==> src/rxcd_regs.svh <==
// rxcd_regs.svh: code-group values and fixed nibbles of the control
// symbol decoder.
// assumes: included by bare name, definitions only.
`ifndef RXCD_REGS_SVH
`define RXCD_REGS_SVH

// control code-groups, as they arrive from the descrambler
`define RXCD_CG_IDLE 5'h1F
`define RXCD_CG_J 5'h18
`define RXCD_CG_K 5'h11
`define RXCD_CG_T 5'h0D
`define RXCD_CG_R 5'h07
`define RXCD_CG_H 5'h04

// nibble put out for each half of the start delimiter, and for words without data
`define RXCD_NIB_PREAMBLE 4'h5
`define RXCD_NIB_NONE 4'h0

`endif

==> src/rxcd_pkg.sv <==
// rxcd_pkg.sv: types shared by the control symbol decoder and its test bench.
// assumes: nothing beyond a SystemVerilog compiler.
package rxcd_pkg;

	// one word towards the MAC receive side
	typedef struct packed {
		logic [3:0] nib;
		logic dv;
		logic er;
		logic crs;
	} rxcd_word_s;

	// decoder states, one-hot
	typedef enum logic [5:0] {
		RXCD_ST_IDLE = 6'h01,
		RXCD_ST_LINE = 6'h02,
		RXCD_ST_GOT_J = 6'h04,
		RXCD_ST_PKT = 6'h08,
		RXCD_ST_PKT_I = 6'h10,
		RXCD_ST_GOT_T = 6'h20
	} rxcd_state_e;

endpackage : rxcd_pkg

==> src/rxcd_buf.sv <==
// rxcd_buf.sv: two-entry buffer, output word and skid word.
// assumes: one clock, synchronous active-low reset, valid/ready on both
// sides; all outputs come straight from flip-flops.
`timescale 1ns/100ps
module rxcd_buf #(
	parameter int W = 7
) (
	// clock and reset
	input wire logic i_clk,
	input wire logic i_rst_n,
	// filling side
	input wire logic i_valid,
	input wire logic [W-1:0] i_data,
	output logic o_ready,
	// draining side
	output logic o_valid,
	output logic [W-1:0] o_data,
	input wire logic i_ready
);

	logic [W-1:0] skid;
	wire load = i_valid & o_ready;
	wire drain = i_ready | ~o_valid;

	// the skid word keeps the one word that arrives while the output stalls;
	// ready drops only when it is taken, so no word is ever lost
	always_ff @(posedge i_clk)
	begin
		if (!i_rst_n)
		begin
			o_valid <= 1'b0;
			o_ready <= 1'b1;
			o_data <= '0;
			skid <= '0;
		end
		else if (drain)
		begin
			o_valid <= ~o_ready | load;
			o_data <= o_ready ? i_data : skid;
			o_ready <= 1'b1;
		end
		else if (load)
		begin
			skid <= i_data;
			o_ready <= 1'b0;
		end
	end

endmodule : rxcd_buf

==> src/rxcd_decoder.sv <==
// rxcd_decoder.sv: receive control code-group decoder for 100BASE-TX.
// assumes: aligned 5-bit code-groups from the descrambler, one per
// accepted cycle; the MAC side drains words through valid/ready.
// reset is synchronous and active low; there are no software registers.
`timescale 1ns/100ps
`include "rxcd_regs.svh"
module rxcd_decoder (
	// clock and reset
	input wire logic i_clk,
	input wire logic i_rst_n,
	// code-groups from the descrambler
	input wire logic i_cg_valid,
	input wire logic [4:0] i_cg,
	output logic o_cg_ready,
	// words towards the MAC
	output logic o_valid,
	output logic [3:0] o_rxd,
	output logic o_rx_dv,
	output logic o_rx_er,
	output logic o_crs,
	input wire logic i_ready
);

	// data code-group to {ok, nibble}; control and invalid codes give ok=0
	// one table serves the data path and the invalid-code test, so both
	// always agree on which code-groups are data
	function automatic logic [4:0] rxcd_map(input logic [4:0] cg);
		logic [4:0] r;
		r = 5'h00;
		unique case (cg)
			5'h1E: r = 5'h10;
			5'h09: r = 5'h11;
			5'h14: r = 5'h12;
			5'h15: r = 5'h13;
			5'h0A: r = 5'h14;
			5'h0B: r = 5'h15;
			5'h0E: r = 5'h16;
			5'h0F: r = 5'h17;
			5'h12: r = 5'h18;
			5'h13: r = 5'h19;
			5'h16: r = 5'h1A;
			5'h17: r = 5'h1B;
			5'h1A: r = 5'h1C;
			5'h1B: r = 5'h1D;
			5'h1C: r = 5'h1E;
			5'h1D: r = 5'h1F;
			default: r = 5'h00;
		endcase
		return r;
	endfunction : rxcd_map

	// decoder state and the word built for the code-group now offered
	rxcd_pkg::rxcd_state_e state;
	rxcd_pkg::rxcd_state_e next_state;
	rxcd_pkg::rxcd_word_s word;
	rxcd_pkg::rxcd_word_s out_word;
	logic emit;
	logic buf_ready;

	// code-group classification
	wire is_i = i_cg == `RXCD_CG_IDLE;
	wire is_j = i_cg == `RXCD_CG_J;
	wire is_k = i_cg == `RXCD_CG_K;
	wire is_t = i_cg == `RXCD_CG_T;
	wire is_r = i_cg == `RXCD_CG_R;
	wire is_h = i_cg == `RXCD_CG_H;
	wire [4:0] mapped = rxcd_map(i_cg);
	wire is_data = mapped[4];
	wire [3:0] data_nib = mapped[3:0];
	// anything neither data nor a named control code is invalid; this
	// covers 00000-00011, 00101 and the codes no table entry uses
	wire is_bad = ~is_data & ~is_i & ~is_j & ~is_k & ~is_t & ~is_r & ~is_h;
	// a code-group is taken only when the buffer can keep its word, so a
	// stalled MAC back-pressures the descrambler instead of losing words
	wire take = i_cg_valid & buf_ready;
	wire push = take & emit;

	// one word per code-group, except T inside a packet: its meaning is
	// known only with the next code-group, so its word is folded into that one
	always_comb
	begin
		next_state = state;
		emit = 1'b1;
		word = '0;
		word.nib = `RXCD_NIB_NONE;
		unique case (state)
			// outside a packet only a J straight after an idle opens one;
			// a J in line keeps its nibble but carries the error flag
			rxcd_pkg::RXCD_ST_IDLE, rxcd_pkg::RXCD_ST_LINE:
			begin
				if (is_j)
				begin
					word.nib = `RXCD_NIB_PREAMBLE;
					word.er = (state != rxcd_pkg::RXCD_ST_IDLE);
					next_state = (state == rxcd_pkg::RXCD_ST_IDLE) ?
						rxcd_pkg::RXCD_ST_GOT_J : rxcd_pkg::RXCD_ST_LINE;
				end
				else if (is_i)
					next_state = rxcd_pkg::RXCD_ST_IDLE;
				else
				begin
					// misplaced delimiters and error codes outside a packet
					word.er = is_k | is_t | is_r | is_h | is_bad;
					next_state = rxcd_pkg::RXCD_ST_LINE;
				end
			end
			// the K must follow the J at once, or the delimiter is broken
			rxcd_pkg::RXCD_ST_GOT_J:
			begin
				if (is_k)
				begin
					word.nib = `RXCD_NIB_PREAMBLE;
					word.dv = 1'b1;
					word.crs = 1'b1;
					next_state = rxcd_pkg::RXCD_ST_PKT;
				end
				else
				begin
					word.er = 1'b1;
					next_state = is_i ? rxcd_pkg::RXCD_ST_IDLE :
						rxcd_pkg::RXCD_ST_LINE;
				end
			end
			// inside a packet every control code is an error, except T,
			// whose meaning waits for the next code, and a second idle
			rxcd_pkg::RXCD_ST_PKT, rxcd_pkg::RXCD_ST_PKT_I:
			begin
				word.crs = 1'b1;
				word.dv = 1'b1;
				next_state = rxcd_pkg::RXCD_ST_PKT;
				if (is_t)
				begin
					emit = 1'b0;
					next_state = rxcd_pkg::RXCD_ST_GOT_T;
				end
				else if (is_i && state == rxcd_pkg::RXCD_ST_PKT_I)
				begin
					// second idle in a row: the stream ended without T R
					word.crs = 1'b0;
					word.dv = 1'b0;
					next_state = rxcd_pkg::RXCD_ST_IDLE;
				end
				else if (is_i)
				begin
					// first idle is an invalid code in the data, but counted
					word.er = 1'b1;
					next_state = rxcd_pkg::RXCD_ST_PKT_I;
				end
				else if (is_data)
					word.nib = data_nib;
				else
					word.er = 1'b1;
			end
			// the code after T decides: R closes, anything else is an error
			rxcd_pkg::RXCD_ST_GOT_T:
			begin
				if (is_r)
				begin
					word.crs = 1'b0;
					next_state = rxcd_pkg::RXCD_ST_LINE;
				end
				else
				begin
					// lone T: error, the packet goes on; an idle after it
					// still counts as the first of the two that end it
					word.dv = 1'b1;
					word.er = 1'b1;
					word.crs = 1'b1;
					next_state = is_i ? rxcd_pkg::RXCD_ST_PKT_I :
						rxcd_pkg::RXCD_ST_PKT;
				end
			end
			// an upset state code: wait in line for idles before a new J
			default:
				next_state = rxcd_pkg::RXCD_ST_LINE;
		endcase
	end

	// reset lands in line, not idle: a J right after reset lacks its idle
	// state moves only on an accepted code-group
	always_ff @(posedge i_clk)
	begin
		if (!i_rst_n)
			state <= rxcd_pkg::RXCD_ST_LINE;
		else if (take)
			state <= next_state;
	end

	// buffer absorbs one stalled word; its ready is our input ready
	// the skid costs one word of storage and keeps ready a register
	rxcd_buf #(
		.W($bits(rxcd_pkg::rxcd_word_s))
	) u_buf (
		.i_clk(i_clk),
		.i_rst_n(i_rst_n),
		.i_valid(push),
		.i_data(word),
		.o_ready(buf_ready),
		.o_valid(o_valid),
		.o_data(out_word),
		.i_ready(i_ready)
	);

	// outputs are the buffer's own flip-flops
	// carrier sense rides in the output word, which reloads whenever the output is free even if no word is pushed, so it can move with o_valid low
	assign o_cg_ready = buf_ready;
	assign o_rxd = out_word.nib;
	assign o_rx_dv = out_word.dv;
	assign o_rx_er = out_word.er;
	assign o_crs = out_word.crs;

endmodule : rxcd_decoder

==> config.mk <==
export PLATFORM = sky130hd
export DESIGN_NAME = rxcd_decoder
export DESIGN_NICKNAME = d
export VERILOG_FILES = /design/src/rxcd_pkg.sv /design/src/rxcd_buf.sv /design/src/rxcd_decoder.sv
export VERILOG_INCLUDE_DIRS = /design/src
export SDC_FILE = /design/constraint.sdc
export NUM_CORES = 1
export LEC_CHECK = 0
export BUFFER_PORTS_ARGS = -buffer_cell sky130_fd_sc_hd__buf_2
export CORE_MARGIN = 5
export CORE_UTILIZATION = 50
export DETAILED_ROUTE_END_ITERATION = 7
export PLACE_DENSITY = 0.83
export SKIP_CTS_REPAIR_TIMING = 1
export SLEW_MARGIN = 20
export SYNTH_ARGS = -nofsm -noshare
export SYNTH_HDL_FRONTEND = slang
export SYNTH_SLANG_ARGS = --single-unit
==> constraint.sdc <==
create_clock -name i_clk -period 1.65 [get_ports i_clk]
set_input_delay 0.4125 -clock i_clk [delete_from_list [all_inputs] [get_ports i_clk]]
set_output_delay 0.4125 -clock i_clk [all_outputs]
set_load 0.01 [all_outputs]
==> run_results.csv <==
group,metric,value,unit
logic_synthesis,synth-main-ff-cell,"dfxtp_1",
cts,clock_latency,310,ps
timing,worst_slack,-24.5,ps
logic_synthesis,synth-edff-count,0,
power,swShare,27.3,%
floorplanning,dieArea,4130,um^2
cts,cts_buffers,3,
drt,firstDrtPassIters,4,
final_layout,most-common-layout-cells,"buf_4 (34), buf_2 (17), dfxtp_1 (16), a21oi_1 (14), nor2_1 (13)",
hold_path,holdCritPathClass,"primary input to flip-flop",
power,p_int,855,uW
final_layout,regArea,410,um^2
placed_design,dp.final_hpwl,2810,um
critical_path,crit_path_max_incr_delay,390,ps
global_route,grt_pass1_wl,6310,um
timing,min_period_over_period,101,%
global_route,use_met1,25.1,%
final_layout,syn_to_final_growth,27.5,%
critical_path,crit_cells,5,
logic_synthesis,ys_seq_elements,20,
critical_path,critPathMaxFanout,12,
final_layout,layout_commonest_cell,"buf_4",
logic_synthesis,netlist_area,1470,um^2
critical_path,critPathCaptureType,"flip-flop",
global_route,grt_overflow,0,
power,p_per_area,627,nW/um^2
power,ir_drop,908,uV
cts,clkSlewWorstSetupHoldPaths,120,ps
critical_path,cp_cell_sequence,"nor4_2 > nand2_2 > o211a_4 > o21ai_0 > a31oi_1",
critical_path,worst_setup_path_start_kind,"flip-flop",
critical_path,critical_path_class,"flip-flop to flip-flop",
timing,tightest_slew,344,ps
logic_synthesis,syn_inst,186,
timing,relSlewSlack,76.8,%
drt,viasPerCell,6.07,
floorplanning,initial_core_util,52.9,%
placed_design,port_buffers,17,
outcome,violations,"negative setup slack",
drt,drc_errors,0,
critical_path,arrival,1870,ps
flow_run,cap_violations,0,
cts,clock_sinks,20,
floorplanning,ios,18,
logic_synthesis,async_reset_ff_share,0,%
power,seqPwrFrac,43.4,%
power,combPwrFrac,21.5,%
cts,cts_tree,"yes",
critical_path,reg2regPathDepth,5,
logic_synthesis,yosysWarnings,0,
drt,ant_nets,0,
timing,fmax,597,MHz
global_route,grt_max_degree,21,
final_layout,drive_above_1_share,35.8,%
final_layout,finalNetCount,239,
drt,vias,1559,
global_route,grt_pass1_vias,1415,
logic_synthesis,syn_area_per_cell,7.91,um^2
placed_design,dp_cells,250,
critical_path,worst_path_max_delay_cell,"dfxtp_1",
cts,htreeDepth,1,
critical_path,path_delay_family,"compound AO/OA/AOI/OAI gates",
timing,hold_ws,401,ps
global_route,use_met2,30.0,%
final_layout,multi_input_area,996,um^2
timing,drv_slew,0,
timing,setup_viol,1,
global_route,grt_usage,18.4,%
hold_path,whs_path_depth,3,
drt,drt-total-wl,3970,um
outcome,status,"finished, violations left",
final_layout,instances_no_fill,257,
drt,drtIter0Drc,113,
power,switchingPower,320,uW
timing,rsz0062_at_grt,"yes",
power,p_total,1180,uW
global_route,antenna_found_initial,0,
logic_synthesis,yosysUniqueCellTypes,49,
logic_synthesis,syn-num-nets,198,
power,clock_power_share,35.1,%
final_layout,insertedDiodeCount,0,
global_route,grt-busiest-layer,"met2",
global_route,grt_use_met3,3.85,%
critical_path,worst-path-buf-inv,0,
floorplanning,core,2780,um^2
floorplanning,die_h,64.2,um
cts,root_buffer,"clkbuf_4",
floorplanning,fp.dieW,64.2,um
power,leakage,0.000786,uW
timing,fin_crit,1670,ps
final_layout,fillCellCount,224,
drt,routedWlPerCell,15.5,um
cts,clockBufferDepth,2,
placed_design,place_congestion,0.886,
floorplanning,row_count,19,
logic_synthesis,ys_seq_area_share,27.2,%
timing,fin_worst_skew,3.34,ps
critical_path,critPathRequiredTime,1850,ps
timing,finalHoldViolCount,0,
metal layers:
metal,part of all wire (%),wire length (um),vias to the layer above
met5,0,0,-
met3,5.7,228,8
met4,1.4,54,0
met1,42,1650,731
li1,-,-,771
met2,51,2040,49
final timing paths:
| kind | from | endpoint | slack [ps] |
|---|---|---|---|
| setup / recovery | state[0] | u_buf.skid[1] | -20 |
| hold / removal | i_rst_n | state[4] | 400 |
| setup reg to reg | state[0] | u_buf.skid[1] | -20 |
| hold reg to reg | u_buf.skid[4] | u_buf.skid[4] | 470 |
cell type report:
class | instances | area share (%)
clock buffer | 3 | 1.20
clock inverter | 1 | 1.60
inverter | 7 | 1.40
multi-input combinational | 143 | 53.1
sequential | 20 | 21.9
tap | 31 | 2.07
timing repair buffer | 52 | 18.7
cell families (layout without fill, tap and decap cells):
logic type	after synthesis	after routing	synth area share (%)
simple gates	74	74	29.9
compound gates	60	60	28.2
buf+inv	23	63	8.25
flops	20	20	27.2
xor+xnor	4	4	2.38
fa+ha+maj	3	3	2.55
mux	2	2	1.45
Yosys cell counts, types with 2 or more instances:
master	instances	area [um^2]
or3_1	2	12.5
nor4b_1	3	26.3
dfxtp_1	20	400
a211oi_2	2	25.0
xor2_1	4	35.0
buf_4	3	22.5
nand3_1	12	60.1
nor2_1	15	56.3
nor2b_1	5	31.3
o21ai_1	7	35.0
nand4_1	5	31.3
buf_2	7	35.0
a211oi_1	5	37.5
ha_1	3	37.5
buf_6	2	22.5
a21oi_1	16	80.1
and2_1	3	18.8
nand2_1	11	41.3
a31oi_1	5	31.3
nand2b_1	4	25.0
nor3_1	5	25.0
o21ai_0	7	35.0
clkbuf_1	4	15.0
o211ai_1	5	37.5
inv_1	7	26.3
state kept, by name (all words and copies together), names as in the netlist:
signal,flops
u_buf.o_valid,1
state,6
u_buf.o_data,6
u_buf.skid,6
u_buf.o_ready,1
power groups by stage:
stage / sequential [uW] / clock, uW / combinational (uW)
finish: 511 / 412 / 252
CTS: 512 / 411 / 237
detailed placement: 523 / 0 / 236
global placement: 522 / 0 / 232
floorplan: 522 / 0 / 147
global route: 513 / 439 / 277
worst min-delay path, cell delays in order:
cell     delay [ps]
buf_2           140
nand3_1          80
o21ai_1          50
through the flow:
step / util, % / TNS (ps) / setup WS [ps] / instance area (um^2)
6_report: 67.4 / -24.5 / -24.5 / 1880
5_1_grt: 67.4 / -356 / -102 / 1880
4_1_cts: 64.5 / -421 / -90.2 / 1790
3_5_place_dp: 62.6 / -1010 / -216 / 1740
3_3_place_gp: 62.6 / -657 / -202 / 1740
2_1_floorplan: - / 0 / 20.5 / 1470
Note: power is estimated with default switching activity, not from simulation.
